`config.mk`:
```
export PLATFORM = sky130hd
export DESIGN_NAME = prg_gear_input
export DESIGN_NICKNAME = d
export VERILOG_FILES = /design/src/prg_pkg.sv /design/src/prg_pin_sync.sv /design/src/prg_gear_input.sv
export VERILOG_INCLUDE_DIRS = /design/src
export SDC_FILE = /design/constraint.sdc
export NUM_CORES = 1
export LEC_CHECK = 0
export BUFFER_PORTS_ARGS = -buffer_cell sky130_fd_sc_hd__buf_2
export CELL_PAD_IN_SITES_DETAIL_PLACEMENT = 0
export CELL_PAD_IN_SITES_GLOBAL_PLACEMENT = 1
export CORE_ASPECT_RATIO = 1.25
export CORE_MARGIN = 3
export CORE_UTILIZATION = 43
export CTS_CLUSTER_DIAMETER = 50
export DETAILED_ROUTE_END_ITERATION = 10
export GPL_TIMING_DRIVEN = 0
export PLACE_DENSITY = 0.88
export SLEW_MARGIN = 20
export SYNTH_ARGS = -nofsm -noshare
export SYNTH_HDL_FRONTEND = slang
export SYNTH_SLANG_ARGS = --single-unit
```
`constraint.sdc`:
```
create_clock -name sys_clk -period 7.5 [get_ports sys_clk]
set_input_delay 1.125 -clock sys_clk [delete_from_list [all_inputs] [get_ports sys_clk]]
set_output_delay 1.125 -clock sys_clk [all_outputs]
set_load 0.02 [all_outputs]
```
`src/prg_map.svh`:
```
// register offsets, field positions, reset values and codes of the pulse reference gear input
// assumes a 32-bit Avalon-MM slave port with byte addresses and a 200 MHz sys_clk
`ifndef PRG_MAP_SVH
`define PRG_MAP_SVH

// ==========================================================
// register offsets
`define PRG_OFF_CTRL 5'h00
`define PRG_OFF_NUM1 5'h04
`define PRG_OFF_DENOM 5'h08
`define PRG_OFF_NUM2 5'h0C
`define PRG_OFF_ERR 5'h10
`define PRG_OFF_REF 5'h14
`define PRG_OFF_STAT 5'h18

// ==========================================================
// control word fields
`define PRG_FORM_LSB 0
`define PRG_INV_LSB 4
`define PRG_CLR_LSB 8
`define PRG_GSW_EN_BIT 12
`define PRG_GSW_SEQ_BIT 13
`define PRG_RESTART_BIT 31

// ==========================================================
// codes and limits
`define PRG_FORM_PD 3'h0
`define PRG_FORM_FR 3'h1
`define PRG_FORM_Q1 3'h2
`define PRG_FORM_Q2 3'h3
`define PRG_FORM_Q4 3'h4
`define PRG_CLR_OFF 2'h0
`define PRG_CLR_NEVER 2'h1
`define PRG_CLR_ALL 2'h2
`define PRG_GEAR_MIN 17'h0_0001
`define PRG_GEAR_MAX 17'h1_86A0
`define PRG_GEAR_RST 17'h0_0001

`endif

```
`src/prg_pkg.sv`:
```
// types shared by the pulse reference gear input
// assumes prg_map.svh holds the numbers
package prg_pkg;

	// ==========================================================
	// bus answer phase
	typedef enum logic [1:0] {
		PRG_BUS_IDLE = 2'b01,
		PRG_BUS_ACK = 2'b10
	} prg_bus_t;

	// ==========================================================
	// one settings set, software copy or active copy
	typedef struct packed {
		logic [2:0] input_form_sel;
		logic [1:0] input_invert_sel;
		logic [1:0] clear_mode_sel;
		logic gear_switch_enable;
		logic gear_switch_sequence;
		logic [16:0] gear_num_first;
		logic [16:0] gear_denom;
		logic [16:0] gear_num_second;
	} prg_cfg_t;

	// ==========================================================
	// whole state of the top module
	typedef struct packed {
		prg_bus_t bus;
		logic [31:0] rdata;
		prg_cfg_t cfg;
		prg_cfg_t act;
		logic gear2;
		logic loop_en;
		logic [5:0] prev;
		logic signed [19:0] acc;
		logic signed [31:0] err;
		logic signed [31:0] refc;
	} prg_state_t;

endpackage

```
`src/prg_pin_sync.sv`:
```
// three-stage synchroniser with agreement filter for W asynchronous pins
// assumes pins are asynchronous to sys_clk; outputs start low after reset
`timescale 1ns/100ps
module prg_pin_sync #(
	parameter int W = 8
) (
	input wire logic sys_clk,
	input wire logic rst_b,
	input wire logic [W-1:0] pin_in,
	output logic [W-1:0] pin_out
);
	typedef struct packed {
		logic [W-1:0] s1;
		logic [W-1:0] s2;
		logic [W-1:0] s3;
		logic [W-1:0] flt;
	} prg_sync_t;

	prg_sync_t st_ff;
	prg_sync_t nxt_st;

	// ==========================================================
	// s1 only feeds s2; a change counts once s2 and s3 agree
	always_comb begin
		nxt_st = st_ff;
		nxt_st.s1 = pin_in;
		nxt_st.s2 = st_ff.s1;
		nxt_st.s3 = st_ff.s2;
		for (int i = 0; i < W; i++) begin
			if (st_ff.s2[i] == st_ff.s3[i]) begin
				nxt_st.flt[i] = st_ff.s3[i];
			end
		end
	end

	always_ff @(posedge sys_clk or negedge rst_b) begin
		if (!rst_b) begin
			st_ff <= '0;
		end else begin
			st_ff <= nxt_st;
		end
	end

	assign pin_out = st_ff.flt;
endmodule

```
`src/prg_gear_input.sv`:
```
// pulse reference decoder, electronic gear and position error counter
// assumes pins are asynchronous; servo state and feedback pulses come from sys_clk logic
//
// The Avalon-MM register port and the address map were left to the implementer.
`timescale 1ns/100ps
`include "prg_map.svh"
module prg_gear_input (
	input wire logic sys_clk,
	input wire logic rst_b,
	input wire logic [4:0] avs_address,
	input wire logic avs_read,
	input wire logic avs_write,
	input wire logic [31:0] avs_writedata,
	output logic [31:0] avs_readdata,
	output logic avs_waitrequest,
	input wire logic count_pulse_in,
	input wire logic direction_in,
	input wire logic forward_pulse_in,
	input wire logic reverse_pulse_in,
	input wire logic phase_a_in,
	input wire logic phase_b_in,
	input wire logic error_clear_n,
	input wire logic gear_select_n,
	input wire logic servo_on,
	input wire logic overtravel,
	input wire logic zero_clamp,
	input wire logic fb_fwd_pulse,
	input wire logic fb_rev_pulse,
	output logic pos_loop_enable,
	output logic signed [31:0] err_count
);
	import prg_pkg::*;

	prg_pkg::prg_state_t st_ff;
	prg_pkg::prg_state_t nxt_st;
	logic [7:0] f;
	logic ref_up;
	logic ref_dn;
	logic clr_now;
	logic restart_now;
	logic p_now;
	logic p_old;
	logic d_now;
	logic a_chg;
	logic b_chg;
	logic q_fwd;
	logic [16:0] num_sel;
	logic signed [19:0] acc_in;

	// ==========================================================
	// gear values outside 1..100000 are pulled to the nearest end
	function automatic logic [16:0] gear_clamp(input logic [31:0] v);
		if (v[16:0] == 17'h0_0000 && v[31:17] == 15'h0000) begin
			return `PRG_GEAR_MIN;
		end else if (v > {15'h0000, `PRG_GEAR_MAX}) begin
			return `PRG_GEAR_MAX;
		end
		return v[16:0];
	endfunction

	// ==========================================================
	// pins pass four flops; 5 ns sampling resolves 1 us pulse widths at 500 kpps
	prg_pin_sync #(
		.W(8)
	) u_sync (
		.sys_clk(sys_clk),
		.rst_b(rst_b),
		.pin_in({gear_select_n, error_clear_n, phase_b_in, phase_a_in,
			reverse_pulse_in, forward_pulse_in, direction_in, count_pulse_in}),
		.pin_out(f)
	);

	// ==========================================================
	// edge decode of the active form
	always_comb begin
		p_now = f[0] ^ st_ff.act.input_invert_sel[1];
		p_old = st_ff.prev[0] ^ st_ff.act.input_invert_sel[1];
		d_now = f[1] ^ st_ff.act.input_invert_sel[0];
		a_chg = f[4] ^ st_ff.prev[4];
		b_chg = f[5] ^ st_ff.prev[5];
		q_fwd = st_ff.prev[4] ^ f[5]; // B leading A gives 1
		ref_up = 1'b0;
		ref_dn = 1'b0;
		unique case (st_ff.act.input_form_sel)
			`PRG_FORM_PD: begin
				ref_up = p_now & ~p_old & d_now;
				ref_dn = p_now & ~p_old & ~d_now;
			end
			`PRG_FORM_FR: begin
				// simultaneous edges on both lines cancel
				ref_up = f[2] & ~st_ff.prev[2] & ~(f[3] & ~st_ff.prev[3]);
				ref_dn = f[3] & ~st_ff.prev[3] & ~(f[2] & ~st_ff.prev[2]);
			end
			`PRG_FORM_Q1: begin
				ref_up = f[4] & ~st_ff.prev[4] & ~b_chg & q_fwd;
				ref_dn = f[4] & ~st_ff.prev[4] & ~b_chg & ~q_fwd;
			end
			`PRG_FORM_Q2: begin
				ref_up = a_chg & ~b_chg & q_fwd;
				ref_dn = a_chg & ~b_chg & ~q_fwd;
			end
			`PRG_FORM_Q4: begin
				// both phases moving at once is illegal and is dropped
				ref_up = (a_chg ^ b_chg) & q_fwd;
				ref_dn = (a_chg ^ b_chg) & ~q_fwd;
			end
			default: begin
				ref_up = 1'b0;
				ref_dn = 1'b0;
			end
		endcase
	end

	// ==========================================================
	// clear sources and restart strobe
	always_comb begin
		clr_now = ~f[6];
		unique case (st_ff.act.clear_mode_sel)
			`PRG_CLR_OFF: clr_now = clr_now | ~servo_on;
			`PRG_CLR_ALL: clr_now = clr_now | ~servo_on | (overtravel & ~zero_clamp);
			default: clr_now = clr_now; // mode 1 keeps pulses
		endcase
		restart_now = (st_ff.bus == PRG_BUS_ACK) & avs_write & (avs_address == `PRG_OFF_CTRL)
			& avs_writedata[`PRG_RESTART_BIT];
		num_sel = st_ff.gear2 ? st_ff.act.gear_num_second : st_ff.act.gear_num_first;
		acc_in = st_ff.acc;
		if (ref_up) begin
			acc_in = st_ff.acc + signed'({3'h0, num_sel});
		end else if (ref_dn) begin
			acc_in = st_ff.acc - signed'({3'h0, num_sel});
		end
	end

	// ==========================================================
	// next state: bus, settings, gear accumulator, counters
	always_comb begin
		nxt_st = st_ff;
		nxt_st.prev = f[5:0];
		// bus: one wait cycle, read data loaded while waitrequest is high
		unique case (st_ff.bus)
			PRG_BUS_IDLE: begin
				if (avs_read | avs_write) begin
					nxt_st.bus = PRG_BUS_ACK;
				end
				nxt_st.rdata = 32'h0000_0000;
				unique case (avs_address)
					`PRG_OFF_CTRL: begin
						nxt_st.rdata[`PRG_FORM_LSB +: 3] = st_ff.cfg.input_form_sel;
						nxt_st.rdata[`PRG_INV_LSB +: 2] = st_ff.cfg.input_invert_sel;
						nxt_st.rdata[`PRG_CLR_LSB +: 2] = st_ff.cfg.clear_mode_sel;
						nxt_st.rdata[`PRG_GSW_EN_BIT] = st_ff.cfg.gear_switch_enable;
						nxt_st.rdata[`PRG_GSW_SEQ_BIT] = st_ff.cfg.gear_switch_sequence;
					end
					`PRG_OFF_NUM1: nxt_st.rdata = {15'h0000, st_ff.cfg.gear_num_first};
					`PRG_OFF_DENOM: nxt_st.rdata = {15'h0000, st_ff.cfg.gear_denom};
					`PRG_OFF_NUM2: nxt_st.rdata = {15'h0000, st_ff.cfg.gear_num_second};
					`PRG_OFF_ERR: nxt_st.rdata = st_ff.err;
					`PRG_OFF_REF: nxt_st.rdata = st_ff.refc;
					`PRG_OFF_STAT: nxt_st.rdata = {26'h000_0000, st_ff.act.input_form_sel,
						st_ff.gear2, st_ff.loop_en, f[6]};
					default: nxt_st.rdata = 32'h0000_0000;
				endcase
			end
			PRG_BUS_ACK: begin
				nxt_st.bus = PRG_BUS_IDLE;
				if (avs_write) begin
					unique case (avs_address)
						`PRG_OFF_CTRL: begin
							nxt_st.cfg.input_form_sel = avs_writedata[`PRG_FORM_LSB +: 3];
							nxt_st.cfg.input_invert_sel = avs_writedata[`PRG_INV_LSB +: 2];
							nxt_st.cfg.clear_mode_sel = avs_writedata[`PRG_CLR_LSB +: 2];
							nxt_st.cfg.gear_switch_enable = avs_writedata[`PRG_GSW_EN_BIT];
							nxt_st.cfg.gear_switch_sequence = avs_writedata[`PRG_GSW_SEQ_BIT];
						end
						`PRG_OFF_NUM1: nxt_st.cfg.gear_num_first = gear_clamp(avs_writedata);
						`PRG_OFF_DENOM: nxt_st.cfg.gear_denom = gear_clamp(avs_writedata);
						`PRG_OFF_NUM2: nxt_st.cfg.gear_num_second = gear_clamp(avs_writedata);
						default: nxt_st.cfg = st_ff.cfg; // read-only or unmapped: ignored
					endcase
				end
			end
			default: nxt_st.bus = PRG_BUS_IDLE;
		endcase
		// gear select: sequence 0 follows at once, 1 waits for an idle accumulator
		if (!st_ff.act.gear_switch_sequence || (st_ff.acc == 20'sh0_0000 && !ref_up && !ref_dn)) begin
			nxt_st.gear2 = st_ff.act.gear_switch_enable & ~f[7];
		end
		// drain one gear unit per cycle; nothing caps num/denom, so ratios above 400 fall behind 500 kpps
		nxt_st.acc = acc_in;
		nxt_st.err = st_ff.err;
		if (acc_in >= signed'({3'h0, st_ff.act.gear_denom})) begin
			nxt_st.acc = acc_in - signed'({3'h0, st_ff.act.gear_denom});
			nxt_st.err = st_ff.err + 32'sh0000_0001;
		end else if (acc_in <= -signed'({3'h0, st_ff.act.gear_denom})) begin
			nxt_st.acc = acc_in + signed'({3'h0, st_ff.act.gear_denom});
			nxt_st.err = st_ff.err - 32'sh0000_0001;
		end
		if (fb_fwd_pulse & ~fb_rev_pulse) begin
			nxt_st.err = nxt_st.err - 32'sh0000_0001;
		end else if (fb_rev_pulse & ~fb_fwd_pulse) begin
			nxt_st.err = nxt_st.err + 32'sh0000_0001;
		end
		if (ref_up) begin
			nxt_st.refc = st_ff.refc + 32'sh0000_0001;
		end else if (ref_dn) begin
			nxt_st.refc = st_ff.refc - 32'sh0000_0001;
		end
		// clearing wipes both the counter and the gear remainder
		if (clr_now) begin
			nxt_st.err = 32'sh0000_0000;
			nxt_st.acc = 20'sh0_0000;
		end
		nxt_st.loop_en = f[6] & servo_on;
		// settings move to the active set only on restart
		if (restart_now) begin
			nxt_st.act = nxt_st.cfg;
			nxt_st.acc = 20'sh0_0000;
			nxt_st.err = 32'sh0000_0000;
		end
	end

	// ==========================================================
	// state register
	always_ff @(posedge sys_clk or negedge rst_b) begin
		if (!rst_b) begin
			st_ff <= '0;
			st_ff.bus <= PRG_BUS_IDLE;
			st_ff.cfg.gear_num_first <= `PRG_GEAR_RST;
			st_ff.cfg.gear_denom <= `PRG_GEAR_RST;
			st_ff.cfg.gear_num_second <= `PRG_GEAR_RST;
			st_ff.act.gear_num_first <= `PRG_GEAR_RST;
			st_ff.act.gear_denom <= `PRG_GEAR_RST;
			st_ff.act.gear_num_second <= `PRG_GEAR_RST;
		end else begin
			st_ff <= nxt_st;
		end
	end

	assign avs_waitrequest = (avs_read | avs_write) & (st_ff.bus != PRG_BUS_ACK);
	assign avs_readdata = st_ff.rdata;
	assign pos_loop_enable = st_ff.loop_en;
	assign err_count = st_ff.err;
endmodule

```
# Yosys cells after proc, flatten, opt, wreduce, memory -nomap -nowiden
# Index checks and enable logic that the tools add are counted.
dict set report word_totals {
  ff_bits 278
  latchBits 0
  romBits 0
  in_bits 54
  wordCells 182
  output_inout_bits 66
  n_memories 0
  ramBits 0
}
dict set report op_classes {
  addsub 11
  n_lt_le_gt_ge 3
  muxes 46
  n_reduce_logical 14
  eq_ne 23
  bitwise 50
  shift 0
  div 0
  mul 0
}
# operator count
set op_table {}
lappend op_table {{two-way mux 52 bit} 4}
lappend op_table {{two-way mux 17 bit} 9}
lappend op_table {{two-way mux 32 bit} 4}
lappend op_table {{two-way mux 60 bit} 2}
lappend op_table {{adder 32 x 2 -> 32 bit, second input constant} 3}
lappend op_table {{subtractor 32 x 2 -> 32 bit, second input constant} 3}
lappend op_table {{case mux 18 bit (5 select lines)} 1}
lappend op_table {{adder 20 x 18 -> 20 bit} 2}
lappend op_table {{two-way mux 20 bit} 2}
lappend op_table {{subtractor 20 x 18 -> 20 bit} 2}
lappend op_table {{greater-than comparator 32 x 17 -> 1 bit, second input constant} 1}
lappend op_table {{bitwise AND 1 bit} 25}
lappend op_table {{case mux 2 bit (6 select lines)} 2}
lappend op_table {{case mux 3 bit (7 select lines)} 1}
lappend op_table {{>= comparator 20 x 18 -> 1 bit} 1}
lappend op_table {{less-or-equal comparator 20 bit} 1}
lappend op_table {{logical NOT 20 bit} 1}
lappend op_table {{negator 17 -> 20 bit} 1}
lappend op_table {{case mux 2 bit (5 select lines)} 2}
lappend op_table {{logical NOT 17 bit} 1}
lappend op_table {{== test 5 bit, second input constant} 3}
lappend op_table {{logical NOT 15 bit} 1}
lappend op_table {{NOT 1 bit} 15}
lappend op_table {{case mux 2 bit (7 select lines)} 1}
lappend op_table {{24 further kinds} 59}

# Depth between registers and ports, before layout
# Gate-level depths: netlist of the first run.
dict set report depth {
  depth_word 15
  depth_mapped 39
  ltp_nobuf 35
}

# Cells and area by module
# A second synthesis of the first run with hierarchy kept.
dict set report unflattened {
  hier_cells 2347
  area_unflattened_um2 20543.5
}
# mod cells_per_inst area_each_um2 seq_area_each_um2 instances
set modules_own_cells {}
lappend modules_own_cells {prg_gear_input 2299 19592.5 6139.6 1}
lappend modules_own_cells {prg_pin_sync 48 950.9 800.8 1}

# Worst setup path before layout of the first run
# Ideal clock, no wire load.
dict set report synth_timing {
  path_kind {register to register}
  start {register st_ff[91] in the netlist's numbering}
  end {register st_ff, in the netlist err_count[25]}
  slack_ns -0.431
  required_time_ns 7.422
  setup_time_ns 0.078
  path_buffers 7
  synth_period_minus_slack_ns 7.931
  path_stages_with_launch 33
  arrival_time_ns 7.853
  path_cell_list {dfrtp_1 > clkbuf_1 > clkbuf_1 > mux2i_1 > ha_1 > buf_6 > or4_4 > nand3b_4 > a211o_1 > a21oi_2 > a32o_1 > xnor2_2 > inv_2 > buf_6 > buf_4 > buf_4 > ha_1 > nand4_1 > nor4_1 > a21boi_0 > a2111o_1 > mux2_2 > nand2b_1 > clkbuf_1 > nor3_1 > xnor2_1 > mux2_2 > nor2_1 > nand4_1 > or4_4 > o22a_1 > or4_1 > a21oi_1}
}
# item line
set synth_rtl {}
lappend synth_rtl {{from (decl)} prg_gear_input.sv:34} ;# prg_pkg::prg_state_t st_ff;
lappend synth_rtl {{from (signal assigned)} prg_gear_input.sv:235} ;# st_ff <= nxt_st;

==> qor.csv, run 1 <==
stage,metric,value,unit
min_path,worst hold start,u_sync.nxt_st[20],
die,Die Wd,200.0,µm
setup_path,reg2reg setup slack,-0.25,ns
sta,Hold Slack,0.3494,ns
placed_design,global placement routability congestion,0.9631,
setup_path,Critical Path Sink Type,register,
cells_and_area,Area growth syn-to-layout,23.68,%
power,power per cell area,564.0,nW/µm²
grt,vias in the first global route,19330,
placed_design,PortBufs,118,
grt,largest net degree at the start of global routing,81,
yosys,mapped cell area,20220,µm²
setup_path,Startpoint Class,register,
sta,Fin. Hold Viols,0,
placed_design,Placed Cells,3096,
yosys,Synth Net Count,2527,
sta,Max Fclk,129.0,MHz
yosys,most common cell in the netlist,dfrtp_1,
routing,drt drc,0,
grt,total grt overflow,0,
yosys,simple-gate share of the synthesized area,19.53,%
cells_and_area,ANT cells,0,
grt,antenna violations before repair,2,
clock_tree,TritonCTS buffer count,31,
setup_path,Worst R2R Path Depth,35,
power,"IR drop worst, VDD",360.3,µV
die,CORE AREA,46350,µm²
die,die area,49680,µm²
clock_tree,CTS Hold Bufs,0,
routing,Avg WL per Cell,22.62,µm
yosys,yosys warns,0,
grt,first-pass GRT wire length,110000,µm
power,P_sw,7.068,mW
placed_design,HPWL after detailed placement,54910,µm
placed_design,dpl cell area,21710,µm²
setup_path,critical path type,reg -> reg,
sta,final worst slack,-0.2538,ns
cells_and_area,Final Net Count,2772,
power,switching share of power,50.12,%
setup_path,CP max FO,8,
die,Initial Utilization,43.62,%
yosys,post-synthesis cell type count,94,
yosys,Post-Syn Instances,2345,
clock_tree,clk sinks,277,
sta,max-slew violation count,0,
sta,Max transition margin,7.326,%
yosys,largest family of logic cells by synthesized area,compound AO/OA/AOI/OAI gates,
cells_and_area,"Cell Count, Final, Fillers Out",3243,
routing,via count,19700,
power,Gate power share,73.8,%
run_status,failing checks,setup timing,
setup_path,reg-to-reg startpoint,st_ff[91],
setup_path,critical path's slowest cell,or3_4,
min_path,worst hold path class,reg -> reg,
yosys,synth top area cells,"dfrtp_1 (33%), ha_1 (7.6%), o21ai_0 (4.2%), mux2_2 (4.1%), nand2_1 (4.1%)",
clock_tree,H-tree levels,1,
min_path,hold path cells,0,
grt,Tot GR Track Use,28.13,%
yosys,post-synthesis mux area share,6.646,%
job,max_cap viols,0,
yosys,number of synthesized flops with an enable pin,0,
die,num ports,120,
yosys,most common flop cell mapped by yosys,dfrtp_1,
yosys,most frequent cells after synthesis,"dfrtp_1 (270), nand2_1 (221), nor2_1 (182)",
routing,DR vias/cell,6.073,
yosys,Post-Syn Area per Cell,8.622,µm²
yosys,async set or reset register ratio after synthesis,100.0,%
yosys,XOR/XNOR share of the synthesized area,3.676,%
sta,minimum clock period,7.754,ns
setup_path,Worst Path Required,8.02,ns
sta,Slew @ Worst Pin,1.380,ns
run_status,status,finished with violations,
routing,DRT Wirelength,73360,µm
power,Pint,7.035,mW
yosys,"Seq/Total Area, Yosys",34.33,%
cells_and_area,Final Util,53.95,%
sta,clk_skew,0.01044,ns
die,num rows,88,
clock_tree,Worst-path clk slew,0.07,ns
setup_path,Most common cell on crit path,buf_4,
cells_and_area,post-route cell area,25010,µm²
die,die height,248.4,µm
clock_tree,clk root buf,clkbuf_16,
routing,First DRT Iteration DRCs,1511,
yosys,cell taking the most area after synthesis,dfrtp_1,
sta,RSZ-0062 raised after global routing,true,
sta,Tcrit/Tclk final,103.4,%
cells_and_area,layout cells sized above 1,25.76,%
sta,final setup vio count,18,
yosys,post-synthesis compound-gate area fraction,20.64,%
cells_and_area,number of fill cells,4201,
clock_tree,clk_lat worst skew,0.60,ns
setup_path,reg2reg end,err_count[18],
clock_tree,CTS tree,yes,
setup_path,WP data arrival,8.27,ns
routing,post-route antenna net violation count,0,
power,Clock power frac,11.1,%
yosys,Yosys reg bits,277,
power,power share of the sequential group,15.1,%
yosys,Yosys top cell area share,33.42,%
power,Leak Pwr,11.31,nW
routing,Pre-antenna DRT Iters,8,
clock_tree,Max Root-Sink Buffers,3,
min_path,hold path endpoint,u_sync.nxt_st[12],
yosys,Adder-Cell Fraction of Synth Area,8.502,%
setup_path,Crit path largest cell delay,0.43,ns
==> worst max-delay path: cells and delay by family, from the launching register on <==
| family | cells | cell delay [ns] |
|---|---|---|
| buffers and inverters | 11 | 1.36 |
| adder cells (fa/ha/maj) | 3 | 0.66 |
| multiplexers | 3 | 0.85 |
| AO/OA/AOI/OAI | 6 | 1.51 |
| flip-flops | 1 | 0.40 |
| AND/OR/NAND/NOR | 12 | 2.88 |
==> cell usage in the layout (no fill, tap or decap), drive strengths merged, types with 17 or more instances in the layout <==
cell,n
ha,123
or3,38
a211oi,19
or2,17
and2,20
nor2,182
dfrtp,270
nor2b,26
o21ai,177
inv,101
o21bai,24
a22oi,33
o22ai,31
nor3,74
o211ai,17
a221o,17
nand2b,28
a21o,27
nand2,222
nand3,55
and3,21
nor4,32
nand4,31
clkbuf,125
xor2,28
xnor2,56
mux2,74
a21oi,162
buf,312
mux2i,51
==> timing repair <==
action / CTS / global route
gates cloned: 2 / 0
pin swaps: 59 / 80
resized for setup: 190 / 128
setup buffers: 52 / 54
endpoints found under the setup margin: 52 / 31
endpoints found under the hold margin: 0 / 0
==> cell families (layout without fill, tap and decap cells) <==
logic type / after synthesis / in the layout
AOI/OAI and AO/OA: 644 / 644
DFF: 277 / 277
buffers and inverters: 283 / 551
xor gates and xnor gates: 84 / 84
and+or+nand+nor: 796 / 796
adders and majority gates: 136 / 136
muxes: 125 / 125
==> flip-flops by register name, summed over array words and instances, names as in the netlist <==
| name | cells |
|---|---|
| err_count | 32 |
| avs_readdata | 32 |
| st_ff | 180 |
| u_sync.pin_out | 8 |
| u_sync.nxt_st | 16 |
| u_sync.st_ff | 8 |
| pos_loop_enable | 1 |
==> power by group through the flow <==
stage / registers (mW) / clock network (mW) / logic, mW
global route: 2.14 / 1.65 / 11.1
floorplan: 1.95 / 0 / 5.49
finish: 2.13 / 1.57 / 10.4
global placement: 2.12 / 0 / 7.36
detailed placement: 2.13 / 0 / 7.46
CTS: 2.11 / 1.59 / 8.63
==> final cells by class <==
cell class	count	area, µm²	share of cell area (%)
clock buffer	38	852.1	3.407
timing repair buffer	227	1565	6.259
inverter	96	367.9	1.471
buffer	172	1091	4.363
sequential	277	6943	27.76
tap	630	788.3	3.152
multi-input combinational	1785	13200	52.80
clock inverter	18	195.2	0.7805
==> worst max path at each step <==
stage,from,end,slack (ns)
2_1_floorplan,st_ff[91],err_count[25],-0.03
3_5_place_dp,st_ff[91],err_count[28],-2.18
5_1_grt,st_ff[91],err_count[18],-0.51
6_report,st_ff[91],err_count[18],-0.25
3_3_place_gp,st_ff[91],err_count[28],-2.20
4_1_cts,st_ff[91],err_count[29],0.001
==> per-stage QoR <==
stage / total power, mW / setup TNS, ns / worst slack [ns]
2_1_floorplan: 7.435 / -0.02787 / -0.02787
3_3_place_gp: 9.473 / -69.40 / -2.201
3_5_place_dp: 9.585 / -71.40 / -2.184
4_1_cts: 12.33 / 0 / 0.001214
5_1_grt: 14.90 / -7.943 / -0.5054
6_report: 14.10 / -2.740 / -0.2538
==> routing by layer <==
metal | track usage [%] | share of wire (%)
met2 | 48.16 | 49
met4 | 16.20 | 6.8
met1 | 33.87 | 38
met3 | 3.239 | 5.9
met5 | 0 | 0.037
No activity file was read; power rests on OpenSTA's default activity.
==> inputs of run 2 (changes only) <==
- CORE_UTILIZATION: 43 -> 48
- PLACE_DENSITY: 0.88 -> 0.93
- TNS_END_PERCENT: not set -> 10
- clock period: 7.5 -> 7.6 ns (I/O delays scaled with it)
==> qor.csv, run 2 (synthesis gave the netlist of run 1 again) <==
stage,metric,value,unit,change
grt,Tot GR Track Use,30.57,%,was 28.13%
sta,setup_tns,-1.165,ns,was -2.740 ns
routing,Pre-antenna DRT Iters,6,,was 8
grt,largest net degree at the start of global routing,98,,was 81
die,Initial Utilization,48.92,%,was 43.62%
clock_tree,clk_lat worst skew,0.56,ns,was 0.60 ns
sta,Tcrit/Tclk final,102.4,%,was 103.4%
cells_and_area,area of the multi-input gates,12930,µm²,was 13200 µm²
cells_and_area,max FFs per register,180,,unchanged
power,power per cell area,526.5,nW/µm²,was 564.0 nW/µm²
die,num rows,83,,was 88
clock_tree,CTS tree,yes,,unchanged
setup_path,critical path's slowest cell,a2111oi_1,,was or3_4
cells_and_area,register with the most flip-flops,st_ff,,unchanged
routing,post-route antenna net violation count,0,,unchanged
sta,Fin. Hold Viols,0,,unchanged
setup_path,CP max FO,8,,unchanged
setup_path,critical path type,reg -> reg,,unchanged
die,CORE AREA,41330,µm²,was 46350 µm²
setup_path,Critical Path Sink Type,register,,unchanged
placed_design,PortBufs,118,,unchanged
sta,final setup vio count,13,,was 18
setup_path,WP data arrival,8.24,ns,was 8.27 ns
routing,drt drc,0,,unchanged
grt,vias in the first global route,19400,,was 19330
die,Die Wd,189.6,µm,was 200.0 µm
cells_and_area,Final Net Count,2748,,was 2772
setup_path,reg2reg setup slack,-0.18,ns,was -0.25 ns
routing,via count,19760,,was 19700
cells_and_area,"commonest non-fill, non-tap cell in the layout",dfrtp_1,,unchanged
clock_tree,clk sinks,277,,unchanged
grt,total grt overflow,0,,unchanged
cells_and_area,ANT cells,0,,unchanged
power,Leak Pwr,11.16,nW,was 11.31 nW
sta,final worst slack,-0.1841,ns,was -0.2538 ns
cells_and_area,layout cells sized above 1,23.67,%,was 25.76%
grt,first-pass GRT wire length,108100,µm,was 110000 µm
clock_tree,Worst-path clk slew,0.06,ns,was 0.07 ns
sta,Max transition margin,29.86,%,was 7.326%
setup_path,Worst Path Required,8.05,ns,was 8.02 ns
setup_path,Crit path largest cell delay,0.57,ns,was 0.43 ns
run_status,failing checks,setup timing,,unchanged
sta,RSZ-0062 raised after global routing,true,,unchanged
routing,First DRT Iteration DRCs,1794,,was 1511
cells_and_area,number of fill cells,3680,,was 4201
sta,minimum clock period,7.784,ns,was 7.754 ns
placed_design,global placement routability congestion,0.9758,,was 0.9631
cells_and_area,"commonest non-fill, non-tap cells in the layout","dfrtp_1 (270), nand2_1 (217), nor2_1 (180), o21ai_0 (158), buf_4 (144)",,"was dfrtp_1 (268), nand2_1 (215), nor2_1 (177), buf_4 (156), o21ai_0 (153)"
die,die height,235.5,µm,was 248.4 µm
cells_and_area,Area growth syn-to-layout,21.38,%,was 23.68%
die,die area,44640,µm²,was 49680 µm²
routing,Avg WL per Cell,22.66,µm,was 22.62 µm
min_path,worst hold path class,reg -> reg,,unchanged
sta,clk_skew,0.04314,ns,was 0.01044 ns
cells_and_area,FF+latch area,6940,µm²,was 6943 µm²
sta,max-slew violation count,0,,unchanged
run_status,status,finished with violations,,unchanged
routing,DRT Wirelength,71280,µm,was 73360 µm
cells_and_area,"Cell Count, Final, Fillers Out",3146,,was 3243
sta,Slew @ Worst Pin,1.044,ns,was 1.380 ns
placed_design,HPWL after detailed placement,52550,µm,was 54910 µm
job,max_cap viols,0,,unchanged
power,"IR drop worst, VDD",397.1,µV,was 360.3 µV
sta,Max Fclk,128.5,MHz,was 129.0 MHz
die,num ports,120,,unchanged
clock_tree,Max Root-Sink Buffers,3,,unchanged
placed_design,Placed Cells,3019,,was 3096
grt,antenna violations before repair,0,,was 2
clock_tree,clk root buf,clkbuf_16,,unchanged
routing,DR vias/cell,6.281,,was 6.073
clock_tree,H-tree levels,2,,was 1
clock_tree,TritonCTS buffer count,36,,was 31
setup_path,Startpoint Class,register,,unchanged
[run 2: cell type report]
class                   count  share of cell area, %
inverters                  96                  1.478
multi-input cells        1785                  52.69
repair buffers            201                  5.348
well taps                 552                  2.814
clock inverters            16                 0.8922
flip-flops and latches    277                  28.28
plain buffers             169                  4.318
clock buffers              50                  4.175
[run 2: through the flow]
step	worst slack, ns	utilization [%]	total power, mW	area (µm²)	hold WS [ns]
2_1_floorplan	0.01630	-	7.336	20220	0.3312
3_3_place_gp	-2.363	52.03	9.254	21500	0.3327
3_5_place_dp	-2.021	52.33	9.382	21630	0.3347
4_1_cts	0.001504	57.91	12.03	23940	0.3441
5_1_grt	-0.3835	59.38	13.62	24540	0.3487
6_report	-0.1841	59.38	12.92	24540	0.3454
[run 2: worst paths after layout]
path	from	end	cells after the start
setup / recovery	st_ff[91]	err_count[25]	28
hold / removal	u_sync.nxt_st[17]	u_sync.nxt_st[9]	0
setup reg to reg	st_ff[91]	err_count[25]	28
hold reg to reg	u_sync.nxt_st[17]	u_sync.nxt_st[9]	0
max in group asynchronous	rst_b	st_ff[68]	2
min in group asynchronous	rst_b	st_ff[5]	1
[run 2: timing repair]
action                     CTS  global route
hold buffers                 0             0
pin swaps                   46            54
setup buffers               53            25
gates cloned                 2             0
setup endpoints to repair   52            36
resized for setup          152            87
[run 2: report_power, final]
part	internal [mW]	switching (mW)
clock network	1.06	0.704
registers	1.73	0.366
logic	3.61	5.45
[run 2: worst max-delay path, delay by kind of cell, from the launching register on]
kind | cells | cell delay, ns
AOI/OAI and AO/OA | 7 | 1.83
adders and majority gates | 2 | 0.72
buffers and inverters | 5 | 0.84
DFF | 1 | 0.42
muxes | 2 | 0.52
and+or+nand+nor | 12 | 3.35
[run 2: per-layer routing]
metal	GRT usage, %	wire length (µm)	vias up
li1	-	-	8920
met5	0	0	-
met3	3.709	4627	268
met4	18.00	4686	0
met2	52.43	34920	906
met1	36.74	27040	9665
